**src/common/actw_defines.svh**
```systemverilog
// timing constants and field codes for the conversion timing sequencer
`ifndef ACTW_DEFINES_SVH
`define ACTW_DEFINES_SVH

`define ACTW_FREQ_DIV32    3'h0
`define ACTW_FREQ_DIV16    3'h1
`define ACTW_FREQ_DIV2     3'h4
`define ACTW_FREQ_DIV1     3'h5
`define ACTW_VMODE_NORMAL  2'h0

`define ACTW_DIV32_M1      5'h1f
`define ACTW_DIV16_M1      5'h0f
`define ACTW_DIV2_M1       5'h01
`define ACTW_DIV1_M1       5'h00

`define ACTW_STAB_CYC      8'h04
`define ACTW_STAB_CYC_FAST 8'h06
`define ACTW_CONV_CYC_SLOW 8'h40
`define ACTW_CONV_CYC_FAST 8'hb5
`define ACTW_IRQ_CYC       8'h04
`define ACTW_IRQ_SEQ_CUT   8'h03

`endif

```
**src/common/actw_pkg.sv**
```systemverilog
// types for the conversion timing sequencer
package actw_pkg;
	typedef enum logic [1:0] {
		ACTW_IDLE = 2'b00,
		ACTW_STAB = 2'b01,
		ACTW_CONV = 2'b10,
		ACTW_IRQD = 2'b11
	} actw_state_e;
endpackage

```
**src/design/actw_clk_div.sv**
```systemverilog
// conversion clock enable divider
module actw_clk_div #(
	parameter int W = 5
) (
	input  wire logic         clock,
	input  wire logic         srst,
	input  wire logic         run,
	input  wire logic [W-1:0] divMinusOne,
	output logic              adTick
);
	logic [W-1:0] cnt_q;
	logic [W-1:0] cnt_d;

	always_comb begin
		cnt_d = cnt_q;
		if (!run) begin
			cnt_d = '0;
		end else if (cnt_q >= divMinusOne) begin
			cnt_d = '0;
		end else begin
			cnt_d = cnt_q + W'(1);
		end
	end

	always_ff @(posedge clock) begin
		if (srst) begin
			cnt_q <= '0;
		end else begin
			cnt_q <= cnt_d;
		end
	end

	// divide-by-one yields a tick every system cycle
	assign adTick = run && (cnt_q >= divMinusOne);
endmodule

```
**src/design/actw_timing_seq.sv**
```systemverilog
// conversion timing sequencer: stabilization wait, conversion, interrupt delay
`include "actw_defines.svh"
module actw_timing_seq #(
	parameter int DIVW = 5
) (
	input  wire logic       clock,
	input  wire logic       srst,
	input  wire logic       lowSpeedSel,
	input  wire logic [2:0] convClockFreqSel,
	input  wire logic [1:0] voltageModeSel,
	input  wire logic       conversionRun,
	input  wire logic       comparatorEnable,
	input  wire logic       sequentialMode,
	input  wire logic       hwTrigger,
	input  wire logic       skipWait,
	input  wire logic       start,
	output logic            adTick,
	output logic            settingIllegal,
	output logic            stabilizing,
	output logic            converting,
	output logic            convEndIrq,
	output logic            busy,
	output logic [15:0]     lastConvTime
);
	actw_pkg::actw_state_e state_q;
	actw_pkg::actw_state_e state_d;
	logic [7:0]      cnt_q;
	logic [7:0]      cnt_d;
	logic            irq_q;
	logic            irq_d;
	logic [15:0]     tot_q;
	logic [15:0]     tot_d;
	logic [15:0]     time_q;
	logic [15:0]     time_d;
	logic [DIVW-1:0] divM1;
	logic            legal;
	logic            fast;
	logic            undiv;
	logic [7:0]      stabCyc;
	logic [7:0]      convCyc;
	logic [7:0]      irqCyc;
	logic            enabled;
	logic [7:0]      stageLast;
	logic            stab_q;
	logic            stab_d;
	logic            conv_q;
	logic            conv_d;
	logic            busy_q;
	logic            busy_d;

	// decode clock selection; anything else is prohibited
	always_comb begin
		divM1 = DIVW'(`ACTW_DIV32_M1);
		legal = 1'b0;
		if (voltageModeSel == `ACTW_VMODE_NORMAL) begin
			if (!lowSpeedSel && convClockFreqSel == `ACTW_FREQ_DIV32) begin
				divM1 = DIVW'(`ACTW_DIV32_M1);
				legal = 1'b1;
			end else if (!lowSpeedSel && convClockFreqSel == `ACTW_FREQ_DIV16) begin
				divM1 = DIVW'(`ACTW_DIV16_M1);
				legal = 1'b1;
			end else if (lowSpeedSel && convClockFreqSel == `ACTW_FREQ_DIV2) begin
				divM1 = DIVW'(`ACTW_DIV2_M1);
				legal = 1'b1;
			end else if (lowSpeedSel && convClockFreqSel == `ACTW_FREQ_DIV1) begin
				divM1 = DIVW'(`ACTW_DIV1_M1);
				legal = 1'b1;
			end
		end
	end

	assign fast    = lowSpeedSel;
	assign undiv   = fast && convClockFreqSel == `ACTW_FREQ_DIV1;

	// per-setting stage lengths, in conversion clocks
	always_comb begin
		stabCyc = `ACTW_STAB_CYC;
		convCyc = `ACTW_CONV_CYC_SLOW;
		irqCyc  = `ACTW_IRQ_CYC;
		if (undiv) begin
			// the undivided clock needs a longer settle before sampling starts
			stabCyc = `ACTW_STAB_CYC_FAST;
		end
		if (fast) begin
			convCyc = `ACTW_CONV_CYC_FAST;
		end
		if (sequentialMode) begin
			// back-to-back results come sooner in sequential mode
			irqCyc = `ACTW_IRQ_CYC - `ACTW_IRQ_SEQ_CUT;
		end
	end

	assign enabled = conversionRun && comparatorEnable && legal;
	assign settingIllegal = !legal;

	// divider free-runs during a sequence so ticks stay aligned to its start
	actw_clk_div #(
		.W(DIVW)
	) actw_clk_div_inst (
		.clock      (clock),
		.srst       (srst),
		.run        (state_q != actw_pkg::ACTW_IDLE),
		.divMinusOne(divM1),
		.adTick     (adTick)
	);

	// last count of the running stage; compared against the tick counter
	always_comb begin
		stageLast = 8'h00;
		unique case (state_q)
			actw_pkg::ACTW_IDLE: stageLast = 8'h00;
			actw_pkg::ACTW_STAB: stageLast = stabCyc - 8'h01;
			actw_pkg::ACTW_CONV: stageLast = convCyc - 8'h01;
			actw_pkg::ACTW_IRQD: stageLast = irqCyc - 8'h01;
		endcase
	end

	always_comb begin
		state_d = state_q;
		cnt_d   = cnt_q;
		irq_d   = 1'b0;
		tot_d   = tot_q;
		time_d  = time_q;
		// 16 bits hold the longest sequence, the /32 setting with its wait
		if (state_q != actw_pkg::ACTW_IDLE) begin
			tot_d = tot_q + 16'h0001;
		end
		unique case (state_q)
			actw_pkg::ACTW_IDLE: begin
				if (start && enabled) begin
					cnt_d = 8'h00;
					tot_d = 16'h0000;
					// hardware-triggered follow-on conversions skip the wait only when skipWait is also set
					if (hwTrigger && skipWait) begin
						state_d = actw_pkg::ACTW_CONV;
					end else begin
						state_d = actw_pkg::ACTW_STAB;
					end
				end
			end
			actw_pkg::ACTW_STAB: begin
				if (adTick) begin
					if (cnt_q == stageLast) begin
						cnt_d   = 8'h00;
						state_d = actw_pkg::ACTW_CONV;
					end else begin
						cnt_d = cnt_q + 8'h01;
					end
				end
			end
			actw_pkg::ACTW_CONV: begin
				if (adTick) begin
					if (cnt_q == stageLast) begin
						cnt_d   = 8'h00;
						state_d = actw_pkg::ACTW_IRQD;
					end else begin
						cnt_d = cnt_q + 8'h01;
					end
				end
			end
			actw_pkg::ACTW_IRQD: begin
				if (adTick) begin
					if (cnt_q == stageLast) begin
						cnt_d   = 8'h00;
						irq_d   = 1'b1;
						time_d  = tot_q + 16'h0001;
						state_d = actw_pkg::ACTW_IDLE;
					end else begin
						cnt_d = cnt_q + 8'h01;
					end
				end
			end
		endcase
		// stopping aborts; field changes are only safe afterwards
		if (!conversionRun || !comparatorEnable) begin
			state_d = actw_pkg::ACTW_IDLE;
			cnt_d   = 8'h00;
		end
		// registered so status pins cannot glitch while the state decodes
		stab_d = state_d == actw_pkg::ACTW_STAB;
		conv_d = state_d == actw_pkg::ACTW_CONV;
		busy_d = state_d != actw_pkg::ACTW_IDLE;
	end

	always_ff @(posedge clock) begin
		if (srst) begin
			state_q <= actw_pkg::ACTW_IDLE;
			cnt_q   <= 8'h00;
			irq_q   <= 1'b0;
			tot_q   <= 16'h0000;
			time_q  <= 16'h0000;
			stab_q  <= 1'b0;
			conv_q  <= 1'b0;
			busy_q  <= 1'b0;
		end else begin
			state_q <= state_d;
			cnt_q   <= cnt_d;
			irq_q   <= irq_d;
			tot_q   <= tot_d;
			time_q  <= time_d;
			stab_q  <= stab_d;
			conv_q  <= conv_d;
			busy_q  <= busy_d;
		end
	end

	assign stabilizing  = stab_q;
	assign converting   = conv_q;
	assign busy         = busy_q;
	assign convEndIrq   = irq_q;
	assign lastConvTime = time_q;
endmodule

```
**config.mk**
```make
export PLATFORM = sky130hd
export DESIGN_NAME = actw_timing_seq
export DESIGN_NICKNAME = d
export VERILOG_FILES = /design/src/common/actw_pkg.sv /design/src/design/actw_clk_div.sv /design/src/design/actw_timing_seq.sv
export VERILOG_INCLUDE_DIRS = /design/src /design/src/common
export SDC_FILE = /design/constraint.sdc
export NUM_CORES = 1
export LEC_CHECK = 0
export BUFFER_PORTS_ARGS = -buffer_cell sky130_fd_sc_hd__buf_2
export CAP_MARGIN = 10
export CORE_ASPECT_RATIO = 0.7
export CORE_MARGIN = 2
export CORE_UTILIZATION = 58
export CTS_CLUSTER_DIAMETER = 50
export DETAILED_ROUTE_END_ITERATION = 7
export HOLD_SLACK_MARGIN = 0.05
export PLACE_DENSITY_LB_ADDON = 0.05
export SYNTH_ARGS = -nofsm -noshare
export SYNTH_HDL_FRONTEND = slang
export SYNTH_SLANG_ARGS = --single-unit
```
**constraint.sdc**
```tcl
create_clock -name clock -period 2.73 [get_ports clock]
set_input_delay 0.1365 -clock clock [delete_from_list [all_inputs] [get_ports clock]]
set_output_delay 0.1365 -clock clock [all_outputs]
set_load 0.05 [all_outputs]
```
* Word level (Yosys, flattened, before mapping)
Cells that the tools add are included.
** Word-level totals
- Register bits :: 51
- Input bits :: 14
- Output and inout port bits :: 22
- Word-level logic and storage cells :: 87
** Cells by class
- Add/sub/neg operators :: 6
- Order comparisons :: 1
- Equality and inequality tests :: 11
- Muxes and demuxes :: 32
- Bitwise gates (word level) :: 3
- Reductions and logical operators :: 25
** Operator list (count)
- 16-bit 2-to-1 mux :: 3
- 8-bit 2-to-1 mux :: 4
- 8-bit one-hot mux with 4 select lines :: 1
- 5-bit 2-to-1 mux :: 5
- 8-bit by 1-bit subtractor with 8-bit output, second input constant :: 3
- 2-bit 2-to-1 mux :: 10
- 16-bit by 1-bit adder with 16-bit output, second input constant :: 1
- 8-bit one-hot mux with 2 select lines :: 1
- 1-bit logical AND :: 9
- 3-bit OR reduction :: 3
- 8-bit by 1-bit adder with 8-bit output, second input constant :: 1
- 8-bit equality test :: 1
- 2-bit one-hot mux with 4 select lines :: 1
- 2-bit equality test, second input constant :: 3
- 3-bit equality test, second input constant :: 2
- 1-bit 2-to-1 mux :: 6
- 5-bit by 1-bit adder with 5-bit output, second input constant :: 1
- 5-bit >= comparator :: 1
- 2-bit by 1-bit equality test with 1-bit output, second input constant :: 2
- 1-bit logical NOT :: 4
- 2-bit logical NOT :: 2
- 2-bit nonzero test :: 2
- 3-bit by 1-bit equality test with 1-bit output, second input constant :: 1
- 3-bit logical NOT :: 1
- 8 further kinds :: 10

* Depth between registers and ports, before layout
- Depth after elaboration :: 13
- Depth in mapped cells :: 11
- Mapped depth without buffers :: 10

* Modules after synthesis
Synthesis repeated with hierarchy kept, for this count alone.
** Second synthesis, totals
- Cells, all modules :: 315
- Area total of the unflattened synthesis :: 2718.9 µm²
** By module, submodules not included
- actw_timing_seq :: times used 1, cells each 279, area an instance 2404.8 µm², sequential area each 920.9 µm²
- actw_clk_div :: times used 1, cells each 36, area an instance 314.1 µm², sequential area each 100.1 µm²

* Worst setup path before layout
No wires, ideal clock.
- Path type :: input to output
- Start point :: input port lowSpeedSel
- End point :: output port adTick
- Arrival time :: 2.278 ns
- Data required time :: 2.594 ns
- Path slack :: 0.316 ns
- Cell stages on the path :: 9
- Buffers on the path :: 1
- Cells stage by stage :: xor2_1 > nor4_2 > inv_1 > nor2_1 > ha_1 > nand2_1 > o21a_1 > clkbuf_1 > nor2_1
** On the way
- Cells in the longest elaborated chain, start to end :: 8
- Elaborated cells between the ends (all ways) :: 12
- Those cells by class :: order compare: 1; mux: 5; reduce/logical: 6
** Ends and longest elaborated chain
- start, declared :: RTL line actw_timing_seq.sv:8 : input wire logic lowSpeedSel,
- 1-bit logical AND (no line)
- 5-bit 2-to-1 mux :: RTL line actw_timing_seq.sv:65 : end else if (lowSpeedSel && convClockFreqSel == `ACTW_FREQ_DIV1) begin
- 5-bit 2-to-1 mux :: RTL line actw_timing_seq.sv:62 : end else if (lowSpeedSel && convClockFreqSel == `ACTW_FREQ_DIV2) begin
- 5-bit 2-to-1 mux :: RTL line actw_timing_seq.sv:59 : end else if (!lowSpeedSel && convClockFreqSel == `ACTW_FREQ_DIV16) begin
- 5-bit 2-to-1 mux * :: RTL line actw_timing_seq.sv:56 : if (!lowSpeedSel && convClockFreqSel == `ACTW_FREQ_DIV32) begin
- 5-bit 2-to-1 mux * :: RTL line actw_timing_seq.sv:55 : if (voltageModeSel == `ACTW_VMODE_NORMAL) begin
- 5-bit >= comparator * :: RTL line actw_clk_div.sv:34 : assign adTick = run && (cnt_q >= divMinusOne);
- 1-bit logical AND * :: RTL line actw_clk_div.sv:34
- end, declared :: RTL line actw_timing_seq.sv:17 : output logic adTick,
Every way passes the cells marked *; elsewhere a longest branch is shown, timed or not.

* Worst setup path after layout
- Start point :: register state_q[1]
- End point :: register conv_q, in the netlist converting
** On the way
- Cells in the longest elaborated chain, start to end :: 8
- Elaborated cells between the ends (all ways) :: 18
- Those cells by class :: eq/ne: 5; mux: 10; reduce/logical: 3
** Ends and longest elaborated chain
- start, declared :: RTL line actw_timing_seq.sv:25 : actw_pkg::actw_state_e state_q;
- start signal, assigned :: RTL line actw_timing_seq.sv:187 : state_q <= actw_pkg::ACTW_IDLE;
- start signal, assigned :: RTL line actw_timing_seq.sv:196 : state_q <= state_d;
- 2-bit equality test (tied with other cells) :: RTL line actw_timing_seq.sv:110, actw_timing_seq.sv:128
- 8-bit one-hot mux with 4 select lines :: RTL line actw_timing_seq.sv:110 : unique case (state_q)
- 8-bit equality test :: RTL line actw_timing_seq.sv:143, actw_timing_seq.sv:153, actw_timing_seq.sv:163
- 2-bit 2-to-1 mux, on equally long branches :: RTL line actw_timing_seq.sv:163, actw_timing_seq.sv:143, actw_timing_seq.sv:153
- 2-bit 2-to-1 mux, on equally long branches :: RTL line actw_timing_seq.sv:162, actw_timing_seq.sv:142, actw_timing_seq.sv:152
- 2-bit one-hot mux with 4 select lines * :: RTL line actw_timing_seq.sv:128 : unique case (state_q)
- 2-bit 2-to-1 mux * :: RTL line actw_timing_seq.sv:175 : if (!conversionRun || !comparatorEnable) begin
- 2-bit equality test * :: RTL line actw_timing_seq.sv:181 : conv_d = state_d == actw_pkg::ACTW_CONV;
- end signal, assigned :: RTL line actw_timing_seq.sv:202 : conv_q <= conv_d;
- end, declared :: RTL line actw_timing_seq.sv:46 : logic conv_q;
Marks and branches as above.
A chain may end at the register's enable or synchronous reset.

==> flow_summary.ini <==
[clock_tree]
cts_hold_buf = 0
cts_root_buffer = clkbuf_8
cts_buffers = 5
cts_resized = 0
cts_tree = yes
cts_max_level = 2
cts_buffer_depth = 2
insertion_delay_ps = 310
clk_pin_slew_worst_paths_ps = 90
cts.sinks = 51
post_cts_buffers = 0

[power_and_ir_drop]
powerDensity_nw_per_um2 = 422.9
power_mw = 1.310
total_leakage_power_nw = 1.100
irDropWorstVdd_mv = 0.4353

[floorplanning]
die_y_um = 62.06
row_count = 21
io_pins = 36
dieArea_sq_um = 5395
start_util_pct = 59.38
die_w_um = 86.94
coreArea_sq_um = 4703

[setup_path]
critPathTopFamily = simple AND/OR/NAND/NOR gates
crit_slowest_cell = dfxtp_1
crit_path_end_kind = flop
worstPathMaxFanout = 13
reg2reg_slack_ps = 340
crit_chain = nand2b_1, or2_2, a21oi_1, o221ai_2, or4_1, o311ai_1
cp-start-kind = flop
cp.required_ps = 2900
slowest_delay_ps = 560
worstSetupPathType = flop to flop
critical_path_arrival_ps = 2560
cp_num_buf_inv = 0

[global_route]
grt_start_max_net_pins = 39
use_met2_pct = 38.39
top_usage_layer = met1
track_usage_pct = 26.44
antenna_found_initial = 0
grt_pass1_wl_mm = 11.09
use_met3_pct = 4.888
grt-ovfl-total = 0
grt_pass1_vias = 2248
use_met1_pct = 40.67

[route]
post_drt_wl_per_cell_um = 16.51
drtPass1Iterations = 4
drc = 0
via_per_inst = 6.352
ant_nets = 0
num_vias = 2655
first_iter_violations = 237
routed_wl_mm = 6.903

[sta]
hold_viol_final = 0
fin_tns_setup_ps = 0
period_share_pct = 87.41
setup_viol = 0
fin_crit_ps = 2386
maxSlewViolCount = 0
skew_ps = 10.88
grt_setup_unrepaired = no
fmax_mhz = 419.0
maxSlewHeadroom_pct = 54.81
tightest_slew_ps = 674.7

[logic_synthesis]
synth_nets = 356
ys.flop_type = dfxtp_1
synth_area_sq_um = 2793
synth-async-reset-ratio_pct = 0
netlist.area_leader.share_pct = 36.56
synth.avg_cell_area_sq_um = 8.361
yosys_warnings = 0
yosysUniqueCellTypes = 52
synth_area_leader_cell = dfxtp_1
synth_edf_count = 0
syn-instance-count = 334
synth_area_leaders = dfxtp_1, a211oi_2, a31oi_1
ys_seq_area_share_pct = 36.56
synth-seq-cells = 51

[finish]
drive_gt1_share_pct = 19.67
area_growth_pct = 10.89
nets = 383
final_common_cell = dfxtp_1
diodes = 0
mostFrequentLayoutCells = dfxtp_1, buf_2, nor2_1

[placed_design]
place_hpwl_mm = 4.738
gp_congestion = 0.8466
io_buffers = 35

[flow_run]
drv_cap = 0

[min_path]
hp-class = primary input to flop

[status]
status = completed
flip-flops by register name, summed over array words and instances (netlist names):
register and flops:
cnt_q 8, convEndIrq 1, lastConvTime 16, stabilizing 1
actw_clk_div_inst.cnt_q 5, converting 1, busy 1, tot_q 16
state_q 2
cells by family (layout without fill, tap and decap cells):
group	Yosys count	count (layout)	synth area share, %
AND/OR/NAND/NOR	131	131	24.33
flip-flops	51	51	36.56
AO/OA/AOI/OAI	100	100	25.72
XOR/XNOR	18	18	5.645
adder cells (fa/ha/maj)	8	8	3.584
buffers and inverters	26	53	4.166
where the power goes:
group / internal, mW / total [mW] / switching (mW) / leakage (nW)
logic: 0.0158 / 0.0490 / 0.0332 / 0.638
clock network: 0.269 / 0.517 / 0.248 / 0.0513
registers: 0.743 / 0.744 / 0.000380 / 0.411
per-stage QoR:
step                      hold WS (ps)  cell area [sq um]  std cells  util (%)  setup slack [ps]
after floorplan                  356.2               2793        334         -             315.6
after global placement           481.0               2994        411     63.66             340.1
after detailed placement         475.9               2994        411     63.66             279.1
after CTS                        311.4               3097        418     65.84             379.0
after global routing             316.7               3097        418     65.84             187.6
final                            347.3               3097        418     65.84             343.6
cell usage after synthesis, drive strengths merged (4+ instances only):
cell type	number
a211oi	13
a21oi	22
a22o	6
a22oi	7
a31oi	20
and2	5
and3	4
buf	6
clkbuf	17
dfxtp	51
ha	8
nand2	28
nand2b	5
nand3	8
nand4	5
nor2	31
nor3	15
nor4	12
o21ai	18
or2	5
xnor2	12
xor2	6
metal layers:
layer	wire length, um	vias to the layer above
met5	0	-
met4	74	0
met3	465	8
met2	2823	102
met1	3540	1246
li1	-	1299
cell type report:
type / instances / area [sq um]
repair buffers: 43 / 235.2
flip-flops and latches: 51 / 1021
multi-input cells: 257 / 1655
well taps: 57 / 71.32
inverters: 3 / 11.26
clock buffers: 6 / 72.57
clock inverters: 1 / 30.03
fillers: 419 / 1607
worst paths after layout:
| path | start | end | depth (start not counted) |
|---|---|---|---|
| min | start | busy$_SDFF_PP0_ | 3 |
| min reg2reg | lastConvTime[1]$_SDFFE_PP0P_ | lastConvTime[1]$_SDFFE_PP0P_ | 2 |
| max reg2reg | state_q[1]$_SDFF_PP0_ | converting$_SDFF_PP0_ | 6 |
| max | state_q[1]$_SDFF_PP0_ | converting$_SDFF_PP0_ | 6 |
worst min-delay path, delay by kind of cell:
family                 cells  cell delay (ps)
buffers and inverters      1              110
AOI/OAI and AO/OA          2              360
Power figures use the tool's default switching activity.
